--- src/logic/mmu_regs_params.svh ---
// Purpose: Offsets-free constants for the translation register set
// Assumes: Register selection is by select code, not by address
// Notes: Field positions follow the register layouts
`ifndef MMU_REGS_PARAMS_SVH
`define MMU_REGS_PARAMS_SVH

`define TC_ENABLE 31
`define TC_SRS 25
`define TC_FCL 24
`define TC_PS_HI 23
`define TC_PS_LO 20
`define TC_PS_MUST 23
`define TC_IS_HI 19
`define TC_IS_LO 16
`define TC_IMPL_MASK 32'h83ff_ffff
`define TC_RESET 32'h0000_0000
`define TC_TOTAL 7'h20
`define CS_FLUSH 15
`define CS_LOCKW 14
`define CS_RESET 16'h0000
`define LVL_RESET 3'h0
`define SCC_RESET 8'h00
`define LVL_LSB 5

`endif

--- src/logic/mmu_regs_pkg.sv ---
// Purpose: Shared types for the translation register set
// Assumes: Nothing beyond the params header
// Notes: Host request travels as one packed struct
package mmu_regs_pkg;
    typedef enum logic [2:0] {SEL_CS, SEL_TC, SEL_CAL, SEL_VAL, SEL_SCC} reg_sel_t;
    typedef enum logic [1:0] {ROOT_USER, ROOT_SUPER, ROOT_DMA} root_t;
    typedef struct packed {
        logic wr;
        logic rd;
        reg_sel_t sel;
        logic [31:0] data;
    } cop_req_t;
    typedef struct packed {
        logic [31:0] tc;
        logic [15:0] cs;
        logic [2:0] cal;
        logic [2:0] val;
        logic [7:0] stack_switch_mask;
        logic [31:0] rdata;
        logic cfg_exc;
        logic instr_exc;
        logic flush_all;
        logic [31:0] phys_addr;
        logic phys_strobe;
        logic cpu_strobe;
        root_t root_sel;
        logic [14:0] first_index;
        logic fc_index;
        logic [2:0] depth;
        logic [31:0] page_mask;
        logic lock_inhibit;
        logic abort;
        logic stack_switch;
    } state_t;
endpackage : mmu_regs_pkg

--- src/logic/walk_index.sv ---
// Purpose: First-level table index and search shape from the control word
// Assumes: Purely combinational, registered by the caller
// Notes: Index widths above 15 are impossible by field size
module walk_index (
    input wire logic [31:0] addr,
    input wire logic [31:0] tc,
    input wire logic [3:0] fc,
    input wire logic use_dma,
    output logic [14:0] first_index,
    output logic fc_index,
    output logic [2:0] depth,
    output logic [31:0] page_mask
);
    `include "mmu_regs_params.svh"
    logic [3:0] ish;
    logic [3:0] ps;
    logic [3:0] level_a_index_bits;
    logic [31:0] shifted;

    always_comb begin
        ish = tc[`TC_IS_HI:`TC_IS_LO];
        ps = tc[`TC_PS_HI:`TC_PS_LO];
        level_a_index_bits = tc[15:12];
        // Top bits dropped for walking only, matching still sees them
        shifted = addr << ish; // [RQ18]
        fc_index = tc[`TC_FCL] | use_dma; // [RQ14]
        if (fc_index) begin
            first_index = {11'h000, fc}; // [RQ14]
        end else if (level_a_index_bits == 4'h0) begin
            first_index = 15'h0000; // [RQ19]
        end else begin
            first_index = 15'(shifted >> (6'h20 - {2'h0, level_a_index_bits})); // [RQ15]
        end
        // Search stops at the first zero width
        if (level_a_index_bits == 4'h0) begin
            depth = 3'h0; // [RQ19]
        end else if (tc[11:8] == 4'h0) begin
            depth = 3'h1;
        end else if (tc[7:4] == 4'h0) begin
            depth = 3'h2;
        end else if (tc[3:0] == 4'h0) begin
            depth = 3'h3;
        end else begin
            depth = 3'h4;
        end
        page_mask = (32'h1 << ps) - 32'h1; // [RQ16]
    end
endmodule : walk_index

--- src/logic/mmu_config_status_regs.sv ---
// Purpose: Control and status registers of a paged translation unit
// Assumes: Host moves/restores arrive as one-cycle requests on cop
// Notes: Table walker and cache feed results in through plain ports
//
// How it works
// RQ1 - Root pointer write refreshes cache status
// RQ2 - Status low bits show current alias
// RQ3 - Flush flag mirrors alias flush on write
// RQ4 - Software purges logical cache when flushed
// RQ5 - Lock warning at all-but-one locked
// RQ6 - Unimplemented control bits read zero
// RQ7 - Write with enable clear flushes cache
// RQ8 - Enabled write checks field sum equals 32
// RQ9 - Failed check stores value, enable cleared
// RQ10 - Disabled: probe, preload, call trap
// RQ11 - Disabled: addresses pass, strobes direct
// RQ12 - Reset clears enable; set only from clear
// RQ13 - Supervisor root select picks root
// RQ14 - Function code indexes top table
// RQ15 - Else index from shift and width
// RQ16 - Page size code gives size
// RQ17 - Page size bit three zero traps
// RQ18 - Initial shift drops top bits
// RQ19 - Level widths; zero ends search
// RQ20 - Level registers keep upper three bits
// RQ21 - Level check aborts violating cycle
// RQ22 - Call copies level; both host-loadable
// RQ23 - Stack switch from mask range
module mmu_config_status_regs #(
    parameter int unsigned CACHE_ENTRIES = 64
) (
    input wire logic core_clk,
    input wire logic arst_n,
    input mmu_regs_pkg::cop_req_t cop,
    output logic [31:0] rdata,
    input wire logic urp_write,
    input wire logic [2:0] rpt_alias,
    input wire logic rpt_flushed,
    input wire logic [7:0] locked_count,
    input wire logic instr_req,
    input wire logic mod_call,
    input wire logic mod_return,
    input wire logic [2:0] target_level,
    input wire logic acc_valid,
    input wire logic cpu_space,
    input wire logic dev_space,
    input wire logic supervisor,
    input wire logic [3:0] fc,
    input wire logic [1:0] alc,
    input wire logic [31:0] logical_addr,
    input wire logic [31:0] xlat_addr,
    input wire logic xlat_hit,
    output logic [31:0] tc_out,
    output logic [15:0] cs_out,
    output logic cfg_exc,
    output logic instr_exc,
    output logic flush_all,
    output logic [31:0] phys_addr,
    output logic physical_strobe,
    output logic cpu_space_strobe,
    output mmu_regs_pkg::root_t root_sel,
    output logic [14:0] first_index,
    output logic fc_index,
    output logic [2:0] search_depth,
    output logic [31:0] page_mask,
    output logic lock_inhibit,
    output logic abort,
    output logic stack_switch
);
    import mmu_regs_pkg::*;
    `include "mmu_regs_params.svh"

    logic [1:0] rst_sync_reg;
    logic rst_n;
    state_t st_reg;
    state_t st_next;
    logic [14:0] idx_w;
    logic fci_w;
    logic [2:0] depth_w;
    logic [31:0] pmask_w;
    logic [31:0] tc_w;
    logic tc_bad;
    logic tc_wr;

    function automatic logic [6:0] field_sum(input logic [31:0] v);
        field_sum = 7'(v[23:20]) + 7'(v[19:16]) + 7'(v[15:12]) + 7'(v[11:8])
            + 7'(v[7:4]) + 7'(v[3:0]);
    endfunction : field_sum

    function automatic logic need_switch(input logic [7:0] mask, input logic [2:0] n,
                                         input logic [2:0] m);
        need_switch = 1'b0;
        for (int i = 0; i < 8; i++) begin
            if (m < n && i >= m && i <= n && mask[i]) begin
                need_switch = 1'b1;
            end
        end
    endfunction : need_switch

    function automatic logic [2:0] lvl_mask(input logic [1:0] bits);
        // Upper level bits only; zero bits means no check
        lvl_mask = ~(3'h7 >> bits);
    endfunction : lvl_mask

    // Reset enters asynchronously, leaves synchronously
    always_ff @(posedge core_clk or negedge arst_n) begin
        if (!arst_n) begin
            rst_sync_reg <= 2'h0;
        end else begin
            rst_sync_reg <= {rst_sync_reg[0], 1'b1};
        end
    end
    assign rst_n = rst_sync_reg[1];

    walk_index u_walk (
        .addr(logical_addr),
        .tc(st_reg.tc),
        .fc(fc),
        .use_dma(fc[3]),
        .first_index(idx_w),
        .fc_index(fci_w),
        .depth(depth_w),
        .page_mask(pmask_w)
    );

    always_comb begin
        tc_wr = cop.wr && cop.sel == SEL_TC;
        tc_w = cop.data & `TC_IMPL_MASK; // [RQ6]
        tc_bad = !tc_w[`TC_PS_MUST] // [RQ17]
            || (tc_w[`TC_ENABLE] && field_sum(tc_w) != `TC_TOTAL); // [RQ8]
    end

    always_comb begin
        st_next = st_reg;
        st_next.cfg_exc = 1'b0;
        st_next.instr_exc = 1'b0;
        st_next.flush_all = 1'b0;
        st_next.stack_switch = 1'b0;
        st_next.abort = 1'b0;
        st_next.phys_strobe = 1'b0;
        st_next.cpu_strobe = 1'b0;
        // Alias and flush come from the root pointer table search
        if (urp_write) begin
            st_next.cs[2:0] = rpt_alias; // [RQ1] [RQ2]
            st_next.cs[`CS_FLUSH] = rpt_flushed; // [RQ3]
        end
        st_next.cs[`CS_LOCKW] = 32'(locked_count) >= CACHE_ENTRIES - 1; // [RQ5]
        st_next.lock_inhibit = st_next.cs[`CS_LOCKW]; // [RQ5]
        // Refused: a set while already enabled leaves everything alone
        if (tc_wr && !(tc_w[`TC_ENABLE] && st_reg.tc[`TC_ENABLE])) begin // [RQ12]
            st_next.tc = tc_w;
            st_next.flush_all = !tc_w[`TC_ENABLE]; // [RQ7]
            if (tc_bad) begin
                st_next.tc[`TC_ENABLE] = 1'b0; // [RQ9]
                st_next.cfg_exc = 1'b1; // [RQ8]
            end
        end
        st_next.instr_exc = instr_req && !st_reg.tc[`TC_ENABLE]; // [RQ10]
        if (mod_call) begin
            st_next.val = st_reg.cal; // [RQ22]
            st_next.cal = target_level;
            st_next.stack_switch = need_switch(st_reg.stack_switch_mask, st_reg.cal, target_level); // [RQ23]
        end else if (mod_return) begin
            st_next.cal = target_level;
        end
        // Host loads land after call updates so software has the last word
        if (cop.wr && cop.sel == SEL_CAL) begin
            st_next.cal = cop.data[7:`LVL_LSB]; // [RQ20] [RQ22]
        end
        if (cop.wr && cop.sel == SEL_VAL) begin
            st_next.val = cop.data[7:`LVL_LSB]; // [RQ20] [RQ22]
        end
        if (cop.wr && cop.sel == SEL_SCC) begin
            st_next.stack_switch_mask = cop.data[7:0];
        end
        if (cop.rd) begin
            unique case (cop.sel)
                SEL_CS: st_next.rdata = {16'h0000, st_reg.cs};
                SEL_TC: st_next.rdata = st_reg.tc; // [RQ6]
                SEL_CAL: st_next.rdata = {24'h0, st_reg.cal, 5'h00}; // [RQ20]
                SEL_VAL: st_next.rdata = {24'h0, st_reg.val, 5'h00}; // [RQ20]
                SEL_SCC: st_next.rdata = {24'h0, st_reg.stack_switch_mask};
                default: st_next.rdata = 32'h0000_0000;
            endcase
        end
        // Root choice: function code bit three marks another bus master
        if (fc[3]) begin
            st_next.root_sel = ROOT_DMA;
        end else if (supervisor && st_reg.tc[`TC_SRS]) begin
            st_next.root_sel = ROOT_SUPER; // [RQ13]
        end else begin
            st_next.root_sel = ROOT_USER; // [RQ13]
        end
        st_next.first_index = idx_w; // [RQ15]
        st_next.fc_index = fci_w; // [RQ14]
        st_next.depth = depth_w; // [RQ19]
        st_next.page_mask = pmask_w; // [RQ16]
        if (acc_valid) begin
            if (!st_reg.tc[`TC_ENABLE]) begin
                st_next.phys_addr = logical_addr; // [RQ11]
                st_next.phys_strobe = !cpu_space; // [RQ11]
                st_next.cpu_strobe = cpu_space && !dev_space; // [RQ11]
            end else begin
                st_next.phys_addr = xlat_addr;
                st_next.phys_strobe = !cpu_space && xlat_hit;
                st_next.cpu_strobe = cpu_space && !dev_space;
            end
            // Lower level code means more privilege
            if (alc != 2'h0 && !supervisor && (logical_addr[31:29] & lvl_mask(alc))
                    < (st_reg.cal & lvl_mask(alc))) begin
                st_next.abort = 1'b1; // [RQ21]
                st_next.phys_strobe = 1'b0; // [RQ21]
            end
        end
    end

    always_ff @(posedge core_clk or negedge rst_n) begin
        if (!rst_n) begin
            st_reg <= '0;
            st_reg.tc <= `TC_RESET; // [RQ12]
            st_reg.cs <= `CS_RESET;
            st_reg.cal <= `LVL_RESET;
            st_reg.val <= `LVL_RESET;
            st_reg.stack_switch_mask <= `SCC_RESET;
            st_reg.root_sel <= ROOT_USER;
        end else begin
            st_reg <= st_next;
        end
    end

    assign rdata = st_reg.rdata;
    assign tc_out = st_reg.tc;
    assign cs_out = st_reg.cs;
    assign cfg_exc = st_reg.cfg_exc;
    assign instr_exc = st_reg.instr_exc;
    assign flush_all = st_reg.flush_all;
    assign phys_addr = st_reg.phys_addr;
    assign physical_strobe = st_reg.phys_strobe;
    assign cpu_space_strobe = st_reg.cpu_strobe;
    assign root_sel = st_reg.root_sel;
    assign first_index = st_reg.first_index;
    assign fc_index = st_reg.fc_index;
    assign search_depth = st_reg.depth;
    assign page_mask = st_reg.page_mask;
    assign lock_inhibit = st_reg.lock_inhibit;
    assign abort = st_reg.abort;
    assign stack_switch = st_reg.stack_switch;
endmodule : mmu_config_status_regs

--- config.mk ---
export PLATFORM = sky130hd
export DESIGN_NAME = mmu_config_status_regs
export DESIGN_NICKNAME = d
export VERILOG_FILES = /design/src/logic/mmu_regs_pkg.sv /design/src/logic/walk_index.sv /design/src/logic/mmu_config_status_regs.sv
export VERILOG_INCLUDE_DIRS = /design/src /design/src/logic
export SDC_FILE = /design/constraint.sdc
export NUM_CORES = 1
export LEC_CHECK = 0
export ABC_AREA = 1
export BUFFER_PORTS_ARGS = -buffer_cell sky130_fd_sc_hd__buf_2
export CAP_MARGIN = 20
export CORE_MARGIN = 2
export CORE_UTILIZATION = 25
export DETAILED_ROUTE_END_ITERATION = 10
export PLACE_DENSITY = 0.55
export SLEW_MARGIN = 20
export SYNTH_ARGS = -nofsm -noshare
export SYNTH_HDL_FRONTEND = slang
export SYNTH_SLANG_ARGS = --single-unit
--- constraint.sdc ---
create_clock -name core_clk -period 8.15 [get_ports core_clk]
set_input_delay 0.4075 -clock core_clk [delete_from_list [all_inputs] [get_ports core_clk]]
set_output_delay 0.4075 -clock core_clk [all_outputs]
set_load 0.05 [all_outputs]
==> impl_summary.txt, run 1 <==
----------------------------------------------------
[Global routing]
  Global-route usage over all layers ... 0.154
  Initial antenna violation count ... 6
  Pin count of the biggest net entering global routing ... 66
  Global-route wire length before repair ... between 40000 and 50000 µm
  Vias in the first global route ... 8586
  Total congestion overflow after global routing ... 0

[Drt]
  Detail Route Antenna Nets ... 0
  Wirelength per Cell ... between 15 and 20 µm
  Number of detailed-route iterations in the first pass ... 5
  Overall via count from detail_route ... 8663
  Remaining DRCs ... 0
  Iter 0 DRT Violations ... about 550
  Wire length reported by the detailed router ... roughly 32000 µm
  Vias per cell ... ~4.5

[Floorplan]
  Standard-cell row count ... 73
  Die Outline Area ... 0.0421 mm²
  Initial standard-cell utilization of the core ... 0.254
  Vert. Die Dim ... approximately 210 µm
  Top-level I/O count ... 306
  Std-Cell Core Area ... around 0.040 mm²
  Die X-Extent ... 205 µm

[Logic synthesis]
  Post-Syn Instances ... 1288
  Number of different library cells in the post-synthesis netlist ... 33
  Yosys warning total ... 0
  Dominant cells by area after synthesis ... dfrtp_1 41%, buf_4 13%, nand3_1 12%, nand2_1 8.3%, o21ai_0 5.8%
  Portion of synthesized cell area occupied by the leading cell type ... 0.410
  Synth Register Bits ... ~170
  Sequential area share after synthesis ... 0.410
  Mean Syn Cell Area ... ~8 µm²
  Post-Synthesis Cell Area ... just over 0.01 mm²
  Most area-hungry cell type in the Yosys netlist ... dfrtp_1

[CTS]
  CTS resizes ... 0
  Clock latency on the worst-skew pair ... approximately 0.44 ns
  TritonCTS Buffers ... 17
  Count of H-tree levels built during CTS ... 4
  Clock edge transition at the registers on the reported setup and hold paths ... 0.07 ns
  Cell chosen for the clock root ... clkbuf_16
  Clk sink count ... 166
  Post-CTS setup buffer count ... 0
  TritonCTS clock tree ... yes
  Worst-case clock buffer depth ... 2

[STA]
  Worst slew margin ... 0.307
  Pin slew with the least headroom to its limit ... between 1 and 1.5 ns
  Fmax ... just under 300 MHz
  Final min period ... 3.41 ns
  Number of hold violations in the final report ... 0
  Fin crit share ... 0.418
  Worst setup skew after layout ... ~0.01 ns
  Accumulated negative setup slack ... 0 ns
  Setup repair after global routing missed its margin ... no
  Hold Slack ... 0.121 ns
  Final setup viols ... 0
  Number of pins exceeding their max-slew limit in the final report ... 0

[Power]
  Worst-case vdd ir drop ... about 0.14 mV
  Static Leakage ... ~0.0058 µW
  Power Dens Cells ... 323 mW/mm²

[Setup path]
  Kind of end point of the critical path ... register
  CP Data Required Time ... around 8.5 ns
  Worst setup SP type ... input port
  Arrival time of data at the critical path endpoint ... approximately 3.8 ns
  Critical-path maximum fanout ... 2
  Startpoint-to-endpoint class of the critical path ... input port to register

[Layout]
  Synth-to-Final Area Change ... 13.6%
  Final std cell area, no fill ... 0.0115 mm²
  Count of placed standard cells in the final layout, fillers left out ... 1942
  Share of layout cells above drive strength 1 ... 0.242
  Post-layout net count ... roughly 1600
  Final Core Density ... 0.289
  Flip-flop count of the largest register, all copies and words added ... 32

[Run]
  Max-cap check violation count ... 0

[Placement]
  Post-DP Area ... 0.0108 mm²
  Routability cong. ... 0.822
  Placed instance count ... ~1900
  Buffers on Ports ... between 200 and 300
  Post-detail-place hpwl ... around 24000 µm

[Run status]
  Run status ... finished, final reports clean

[Hold path]
  Kind of path behind the tightest hold check ... input port to register

----------------------------------------------------
[cells in the mapped netlist]
library cell / n
a21oi_1: 27
a22o_1: 1
a31oi_1: 1
a32o_1: 1
buf_1: 5
buf_2: 16
buf_4: 169
clkbuf_1: 35
clkinv_1: 3
conb_1: 2
dfrtp_1: 166
fa_1: 16
ha_1: 11
inv_1: 96
inv_2: 5
mux2_2: 15
nand2_1: 224
nand3_1: 240
nand4_1: 6
nor2_1: 94
nor2_2: 1
nor3_1: 9
nor3_4: 1
nor4_1: 5
o2111ai_1: 1
o211ai_1: 8
o21a_1: 2
o21ai_0: 118
o21ai_1: 1
o22ai_1: 1
or4_1: 2
xnor2_1: 3
xor2_1: 3
[final timing paths]
path                                           startpoint                    endpoint  slack (ns)  cells after the start
max in group asynchronous       rst_sync_reg[1]$_DFF_PN0_   phys_addr[10]$_DFFE_PN0P_        6.46                      1
worst max-delay path                               cop[2]      tc_out[31]$_DFFE_PN0P_        4.74                     13
worst min register to register  rst_sync_reg[1]$_DFF_PN0_       rdata[10]$_DFFE_PN0P_        0.34                      0
worst max register to register     tc_out[12]$_DFFE_PN0P_    first_index[6]$_DFF_PN0_        4.95                      7
worst min-delay path                            dev_space  cpu_space_strobe$_DFF_PN0_        0.12                      2
min in group asynchronous                          arst_n   rst_sync_reg[1]$_DFF_PN0_        0.27                      2
[stage by stage]
stage,setup slack (ns),power (µW)
detailed placement,4.25,2880
finish,4.74,3710
CTS,4.74,3760
global placement,4.28,2870
global route,4.62,3980
floorplan,3.18,2640
[placed cells by master, fill, tap and decap left out, types with 8 or more instances in the layout]
cell         n
o211ai_1     8
nand2_1    224
inv_1       96
nor3_1       9
fa_1        16
clkbuf_16   17
nor2_1      94
conb_1      32
dfrtp_1    165
mux2_2      15
o21ai_0    118
nand3_1    239
ha_1        11
buf_2      279
a21oi_1     27
[cells by family (layout without fill, tap and decap cells)]
family	after synthesis	in the layout	synth area share
flip-flops	166	166	0.410
buffers and inverters	329	422	0.187
AND/OR/NAND/NOR	582	582	0.252
AO/OA/AOI/OAI	161	161	0.0836
adder cells (fa/ha/maj)	27	27	0.0452
XOR/XNOR	6	6	0.00519
other	2	38	0.000742
multiplexers	15	15	0.0167
[final cells by class]
| type | instances | area (µm²) |
|---|---|---|
| diodes | 6 | 15.0 |
| clock buffers | 18 | 429 |
| clock inverters | 13 | 171 |
| fillers | 4383 | 28300 |
| inverters | 104 | 392 |
| multi-input cells | 823 | 4200 |
| flip-flops and latches | 166 | 4160 |
| well taps | 525 | 657 |
| repair buffers | 287 | 1480 |
[where the power goes]
group / switching (µW) / internal, µW / leakage (µW)
registers: 152 / 984 / 0.00205
logic: 1280 / 437 / 0.00348
clock network: 369 / 486 / 0.000281
total: 1800 / 1910 / 0.00581
[what timing repair did]
item                                    CTS  global route
hold endpoints to repair                  2             0
hold buffers                              1             0
endpoints found under the setup margin    0             0
[routing by layer]
| layer | vias to the layer above | GRT usage | wire length, µm |
|---|---|---|---|
| li1 | 4251 | - | - |
| met1 | 4132 | 0.189 | 13600 |
| met2 | 265 | 0.266 | 16100 |
| met3 | 13 | 0.0432 | 2040 |
| met4 | 2 | 0.0367 | 277 |
| met5 | - | 0 | 13 |
[critical path, stage by stage]
cell and delay [ns]:
buf_2 0.12, fa_1 0.54, inv_1 0.06, fa_1 0.51
fa_1 0.55, inv_1 0.04, ha_1 0.21, fa_1 0.43
nor4_1 0.26, nand4_1 0.17, a21oi_1 0.24, nand3_1 0.10
a21oi_1 0.13
No activity file was read; power rests on OpenSTA's default activity.
==> run 2: changes to the inputs <==
PLACE_DENSITY = 0.56   (was 0.55)
clock period = 2.74 ns   (was 8.15 ns; I/O delays follow)
==> run 2 against run 1 <==
Compared with the run above:
- the flow now finishes with violations (negative setup slack)
- sequential power grew to 2.9 times the previous value
- clock-buffer cell count is 1 lower
- total power grew to 3.0 times the previous value
- final area is 9.0% higher
- sequential share of layout area is 3.0 points lower
- worst setup slack worse by 4.8 ns
- highest routed layer is now met4
- largest cell class unchanged
- largest power group unchanged
- via count is 5.5% higher
- critical path depth stayed put
- die area stayed put
- sequential cell count stayed put
- clock skew is 0.0060 ns higher
- first-iteration DRC count is 2.4% lower
==> impl_summary.txt, run 2 (same netlist as run 1, synthesis figures left out) <==
----------------------------------------------------
[Run status]
  Run status ... finished with violations
  Violations in the final reports ... negative setup slack

[Setup path]
  Startpoint-to-endpoint class of the critical path ... input port to register
  Depth of the most critical reg-to-reg path ... 8 (+1)
  Reg-to-reg slack, setup ... 0.37 ns (-4.58 ns)
  Delay contributed by the slowest stage of the critical path ... 0.55 ns (about the same)
  Arrival time of data at the critical path endpoint ... 3.17 ns (-0.60 ns)
  Kind of end point of the critical path ... register
  Slowest-stage cell, CP ... fa_1
  Ordered list of cells on the worst path ... buf_8 -> fa_1 -> inv_2 -> fa_1 -> fa_1 -> inv_1 -> ha_2 -> fa_1 -> o21ai_0 -> nand4_1 -> a21oi_2 -> nand3_1 -> a21oi_2
  Worst path bufs/invs ... 3 (unchanged)
  Worst R2R End ... first_index[0]$_DFF_PN0_
  Kind of cell with the highest combined delay on the critical path ... adder cells
  Critical-path maximum fanout ... 3 (+1)
  Worst setup SP type ... input port
  CP Data Required Time ... 3.13 ns (-5.38 ns)
  Crit Reg-Reg Startpoint ... tc_out[13]$_DFFE_PN0P_
  Critical path's most frequent cell ... fa_1

[Placement]
  Routability cong. ... 0.853 (+3.7%)
  Buffers on Ports ... 279 (unchanged)
  Post-detail-place hpwl ... 25100 µm (+3.1%)
  Placed instance count ... 1930 (+1.4%)
  Worst setup slack after placement ... -0.587 ns (-4.84 ns)
  Post-DP Area ... 0.0111 mm² (+2.3%)

[Layout]
  Storage element area ... 0.00416 mm² (unchanged)
  Flip-flop count of the largest register, all copies and words added ... 32 (unchanged)
  Fillcell total ... 4292 (-2.1%)
  Count of placed standard cells in the final layout, fillers left out ... 2042 (+5.1%)
  Final std cell area, no fill ... 0.0125 mm² (+9.0%)
  Top library cells by usage in the layout, fill and taps aside ... 277 x buf_2, 239 x nand3_1, 224 x nand2_1, 165 x dfrtp_1, 118 x o21ai_0
  Share of layout cells above drive strength 1 ... 0.248 (+0.00619)
  ANT cells ... 0 (-6)
  Most frequent standard cell in the layout excluding fill and tap cells ... buf_2
  Synth-to-Final Area Change ... 23.8%
  Post-layout net count ... 1664 (+6.7%)
  Combined area of the multi-input logic cells ... 0.00423 mm² (+0.69%)

[Power]
  Static Leakage ... 0.00628 µW (+8.2%)
  Clk network pwr share ... 0.224 (-0.006)
  Worst-case vdd ir drop ... 0.460 mV (+220%)
  Switching Fraction ... 0.493 (+0.00686)
  Final Power ... 11300 µW (+200%)
  Proportion of power drawn by flip-flops and latches ... 0.290 (-0.016)
  Net switching power figure ... 5550 µW (+210%)
  Cell-internal power ... 5710 µW (+200%)
  Power Dens Cells ... 899 mW/mm² (+180%)
  Combinational share of power ... 0.486 (+0.022)

[Floorplan]
  Standard-cell row count ... 73 (unchanged)
  Std-Cell Core Area ... 0.0398 mm² (unchanged)
  Vert. Die Dim ... 205 µm (unchanged)
  Die Outline Area ... 0.0421 mm² (unchanged)
  Die X-Extent ... 205 µm (unchanged)
  Initial standard-cell utilization of the core ... 0.254 (unchanged)
  Top-level I/O count ... 306 (unchanged)

[Drt]
  Vias per cell ... 4.48 (+0.33%)
  Iter 0 DRT Violations ... 538 (-2.4%)
  Remaining DRCs ... 0 (unchanged)
  Detail Route Antenna Nets ... 0 (unchanged)
  Overall via count from detail_route ... 9139 (+5.5%)
  Number of detailed-route iterations in the first pass ... 7 (+2)
  Wirelength per Cell ... 16.4 µm (-0.59%)
  Wire length reported by the detailed router ... 33500 µm (+4.5%)

[Global routing]
  Vias in the first global route ... 9048 (+5.4%)
  Initial antenna violation count ... 0 (-6)
  Global-route wire length before repair ... 51400 µm (+4.7%)
  Met2 Resource Use GR ... 0.281 (+0.0151)
  Met3 usage ... 0.0386 (-0.00459)
  Total congestion overflow after global routing ... 0 (unchanged)
  Pin count of the biggest net entering global routing ... 49 (-26%)
  Busiest layer in global routing ... met2
  Global-route usage over all layers ... 0.163 (+0.00848)
  Met1 track demand over resource in global routing ... 0.197 (+0.00786)

[CTS]
  Cell chosen for the clock root ... clkbuf_16
  TritonCTS Buffers ... 17 (unchanged)
  Post-CTS setup buffer count ... 0 (unchanged)
  TritonCTS clock tree ... yes
  Clk sink count ... 166 (unchanged)
  Clock edge transition at the registers on the reported setup and hold paths ... 0.08 ns (about the same)
  Clock latency on the worst-skew pair ... 0.47 ns (+0.03 ns)
  Worst-case clock buffer depth ... 2 (unchanged)
  Count of H-tree levels built during CTS ... 4 (unchanged)

[Run]
  Max-cap check violation count ... 0 (unchanged)

[STA]
  Setup repair after global routing missed its margin ... yes
  Worst slew margin ... 0.417 (+0.111)
  Final setup viols ... 2 (+2)
  Number of pins exceeding their max-slew limit in the final report ... 0 (unchanged)
  Post-route worst setup slack ... -0.0347 ns (-4.78 ns)
  Worst setup skew after layout ... 0.0160 ns (+0.00601 ns)
  Fin crit share ... 1.01
  Fmax ... 360 MHz
  Final min period ... 2.77 ns
  Number of hold violations in the final report ... 0 (unchanged)
  Pin slew with the least headroom to its limit ... 0.868 ns (-0.172 ns)

[Hold path]
  Worst Hold Path EP ... tc_out[12]$_DFFE_PN0P_
  WHS Path Cells ... 3 (+1)
  Kind of path behind the tightest hold check ... input port to register
  Hold path startpoint ... cop[12]

----------------------------------------------------
-- run 2: cell types whose count changed in the layout (fill, tap and decap cells not counted), moves of 3 or more --
cell           delta
inv_6             +3
buf_4            +24
dlygate4sd3_1    +79
buf_12            +3
diode_2           -6
clkinv_8          +3
-- run 2: how the worst max path moves through the flow --
stage                       start                     end  cells after the start
after floorplan           cop[14]  tc_out[31]$_DFFE_PN0P_                     12
after global placement    cop[14]  tc_out[31]$_DFFE_PN0P_                     13
after detailed placement  cop[14]  tc_out[31]$_DFFE_PN0P_                     13
after CTS                  cop[6]  tc_out[31]$_DFFE_PN0P_                     13
after global routing       cop[2]  tc_out[31]$_DFFE_PN0P_                     13
final                      cop[2]  tc_out[31]$_DFFE_PN0P_                     13
-- run 2: final cells by class --
type,instances,area share
flip-flops and latches,166,0.332
clock buffers,17,0.0339
clock inverters,15,0.0144
inverters,104,0.0311
repair buffers,392,0.199
well taps,525,0.0524
multi-input cells,823,0.337
-- run 2: per-layer routing --
layer / part of all wire / vias up / wire length (µm)
li1: - / 4454 / -
met1: 0.42 / 4347 / 14000
met2: 0.50 / 296 / 16900
met3: 0.057 / 42 / 1910
met4: 0.021 / 0 / 691
met5: 0 / - / 0
-- run 2: per-stage QoR --
stage	hold WS, ns	util	setup TNS, ns
after floorplan	-0.159	-	-0.460
after global placement	-0.0769	0.278	-1.06
after detailed placement	-0.0741	0.278	-1.16
after CTS	0.00281	0.314	-0.0402
after global routing	0.0435	0.315	-0.387
final	0.0219	0.315	-0.0396
-- run 2: power groups by stage --
stage                     logic (µW)  clock network, µW  registers, µW
after floorplan                 4630                  0           3230
after global placement          5320                  0           3310
after detailed placement        5360                  0           3310
after CTS                       5470               2630           3270
after global routing            5990               2720           3330
final                           5470               2530           3270
-- run 2: what timing repair did --
item,CTS,global route
endpoints found under the hold margin,68,0
pin swaps,7,6
hold buffers,80,0
endpoints found under the setup margin,2,2
resized for setup,3,6
-- run 2: tightest hold or removal path: stages --
cell,delay (ns)
buf_2,0.10
nor2_1,0.07
a21oi_1,0.14
==> run 3: changes to the inputs <==
CORE_UTILIZATION = 41   (was 25)
GPL_TIMING_DRIVEN = 0   (was default)
PLACE_DENSITY = 0.79   (was 0.56)
REMOVE_ABC_BUFFERS = 1   (was default)
==> run 3 against run 2 <==
Compared with the run above:
- the flow still finishes with violations (negative setup slack)
- global-route usage rose by 6.1 points
- sequential share of layout area up 1.8 points
- clock skew down 0.0027 ns
- largest cell class unchanged
- critical endpoint unchanged
- critical path type unchanged
- critical path depth unchanged
- die area down 38%
==> impl_summary.txt, run 3 (same netlist as run 1, synthesis figures left out) <==
----------------------------------------------------
[Floorplan]
  Initial standard-cell utilization of the core ... 0.417 (+0.163)
  Standard-cell row count ... 57 (-22%)
  Die Outline Area ... 0.0260 mm² (-38%)
  Die X-Extent ... 161 µm (-21%)
  Top-level I/O count ... 306 (unchanged)
  Std-Cell Core Area ... 0.0242 mm² (-39%)
  Vert. Die Dim ... 161 µm (-21%)

[STA]
  Worst slew margin ... 0.419 (+0.00132)
  Fin crit share ... 1.05 (+0.0365)
  Accumulated negative setup slack ... -0.135 ns (-0.0950 ns)
  Final setup viols ... 1 (-1)
  Worst setup skew after layout ... 0.0133 ns (-0.00271 ns)
  Final min period ... 2.87 ns (+0.0999 ns)
  Fmax ... 348 MHz (-3.5%)
  Setup repair after global routing missed its margin ... yes
  Number of hold violations in the final report ... 0 (unchanged)
  Pin slew with the least headroom to its limit ... 0.872 ns (+0.00426 ns)
  Hold Slack ... 0.0165 ns (-0.00539 ns)
  Post-route worst setup slack ... -0.135 ns (-0.0999 ns)
  Number of pins exceeding their max-slew limit in the final report ... 0 (unchanged)

[Placement]
  Placed instance count ... 1702 (-12%)
  Post-detail-place hpwl ... 21100 µm (-16%)
  Buffers on Ports ... 279 (unchanged)
  Worst setup slack after placement ... -0.878 ns (-0.291 ns)
  Routability cong. ... 0.905 (+6.1%)

[Layout]
  Share of layout cells above drive strength 1 ... 0.240 (-0.00775)
  ANT cells ... 0 (unchanged)
  Storage element area ... 0.00417 mm² (+0.21%)
  Flip-flop count of the largest register, all copies and words added ... 32 (unchanged)
  Top library cells by usage in the layout, fill and taps aside ... 277 x buf_2, 239 x nand3_1, 224 x nand2_1, 160 x dfrtp_1, 118 x o21ai_0
  Post-layout net count ... 1613 (-3.1%)
  Combined area of the multi-input logic cells ... 0.00423 mm² (about the same)
  Most frequent standard cell in the layout excluding fill and tap cells ... buf_2
  Synth-to-Final Area Change ... 17.8%
  Fillcell total ... 2357 (-45%)
  Count of placed standard cells in the final layout, fillers left out ... 1790 (-12%)

[Drt]
  Overall via count from detail_route ... 9043 (-1.1%)
  Number of detailed-route iterations in the first pass ... 6 (-1)
  Met2 WL ... 14400 µm (-14%)
  Wire length on met1 ... 12000 µm (-14%)
  Highest metal layer used by the detailed router ... met4
  Iter 0 DRT Violations ... 678 (+26%)
  Wirelength per Cell ... 16.3 µm (-0.89%)
  Remaining DRCs ... 0 (unchanged)
  Wire length reported by the detailed router ... 29100 µm (-13%)
  Met3 wire length ... 2000 µm (+4.6%)
  Detail Route Antenna Nets ... 0 (unchanged)
  Vias per cell ... 5.05 (+13%)

[Global routing]
  Initial antenna violation count ... 0 (unchanged)
  Vias in the first global route ... 8785 (-2.9%)
  Global-route usage over all layers ... 0.224 (+0.0612)
  Total congestion overflow after global routing ... 0 (unchanged)
  Pin count of the biggest net entering global routing ... 56 (+14%)
  Global-route wire length before repair ... 46000 µm (-10%)

[Setup path]
  CP Data Required Time ... 3.08 ns (-0.05 ns)
  Kind of end point of the critical path ... register
  Critical-path maximum fanout ... 2 (-1)
  Worst setup SP type ... input port
  Startpoint-to-endpoint class of the critical path ... input port to register
  Arrival time of data at the critical path endpoint ... 3.21 ns (+0.04 ns)

[Power]
  Power Dens Cells ... 934 mW/mm² (+4.0%)
  Static Leakage ... 0.00607 µW (-3.3%)
  Worst-case vdd ir drop ... 0.503 mV (+9.3%)

[Run status]
  Violations in the final reports ... negative setup slack
  Run status ... finished with violations

[CTS]
  TritonCTS clock tree ... yes
  Clock latency on the worst-skew pair ... 0.43 ns (-0.04 ns)
  Clock edge transition at the registers on the reported setup and hold paths ... 0.07 ns (about the same)
  Count of H-tree levels built during CTS ... 4 (unchanged)
  Post-CTS setup buffer count ... 0 (unchanged)
  TritonCTS Buffers ... 17 (unchanged)
  Cell chosen for the clock root ... clkbuf_16
  Clk sink count ... 166 (unchanged)
  Worst-case clock buffer depth ... 2 (unchanged)

[Hold path]
  Kind of path behind the tightest hold check ... input port to register

[Run]
  Max-cap check violation count ... 0 (unchanged)

----------------------------------------------------
-- run 3: changes by cell type in the layout (fill, tap and decap cells not counted), moves of 4 or more --
cell | before | now
inv_6 | 6 | 2
buf_4 | 30 | 0
buf_16 | 0 | 4
dlygate4sd3_1 | 80 | 55
dfrtp_2 | 0 | 4
dfrtp_1 | 165 | 160
clkbuf_1 | 0 | 4
-- run 3: area by class of cell --
type	count	share of cell area
clock buffers	21	0.0369
clock inverters	11	0.0145
inverters	104	0.0334
multi-input cells	823	0.355
flip-flops and latches	166	0.349
well taps	324	0.0340
repair buffers	340	0.177
repair inverters	1	0.000629
-- run 3: what timing repair did --
action                     4_1_cts  5_1_grt
cloned                           0        1
hold buffers                    55        0
resized for setup               13        9
hold endpoints to repair        44        0
pin swaps                        9        3
setup endpoints to repair       17       17
-- run 3: critical path: stages --
cell and delay (ns):
buf_2 0.12, fa_1 0.55, inv_1 0.05, fa_1 0.45
fa_1 0.50, inv_2 0.04, ha_4 0.15, fa_1 0.46
nor4_2 0.16, nand4_1 0.15, a21oi_2 0.18, nand3_1 0.10
a21oi_1 0.15
-- run 3: path summary, 6_finish.rpt --
kind | slack [ns] | from | to | depth (start not counted)
setup / recovery | -0.13 | cop[2] | tc_out[31]$_DFFE_PN0P_ | 13
hold / removal | 0.02 | xlat_addr[0] | phys_addr[0]$_DFFE_PN0P_ | 3
setup reg to reg | 0.20 | tc_out[31]$_DFFE_PN0P_ | physical_strobe$_DFF_PN0_ | 4
hold reg to reg | 0.26 | rst_sync_reg[1]$_DFF_PN0_ | st_reg[136]$_DFFE_PN0P_ | 0
max in group asynchronous | 1.60 | rst_sync_reg[1]$_DFF_PN0_ | rdata[13]$_DFFE_PN0P_ | 2
min in group asynchronous | 0.26 | rst_sync_reg[1]$_DFF_PN0_ | st_reg[136]$_DFFE_PN0P_ | 0
-- run 3: routing by layer --
metal  GRT usage  vias to the layer above
met4      0.0657                        0
met1       0.282                     4239
met2       0.391                      390
li1            -                     4360
met3      0.0437                       54
met5           0                        -
-- run 3: through the flow --
stage / total power (µW) / cell area (µm²) / utilization
after floorplan: 7030 / 8740 / -
after global placement: 8340 / 10500 / 0.435
after detailed placement: 8460 / 10700 / 0.441
after CTS: 11100 / 11900 / 0.491
after global routing: 11800 / 11900 / 0.492
final: 11100 / 11900 / 0.492
-- run 3: power breakdown --
group	switching, µW	internal (µW)
combinational	3750	1380
sequential	511	2930
clock	1030	1530
total	5290	5850
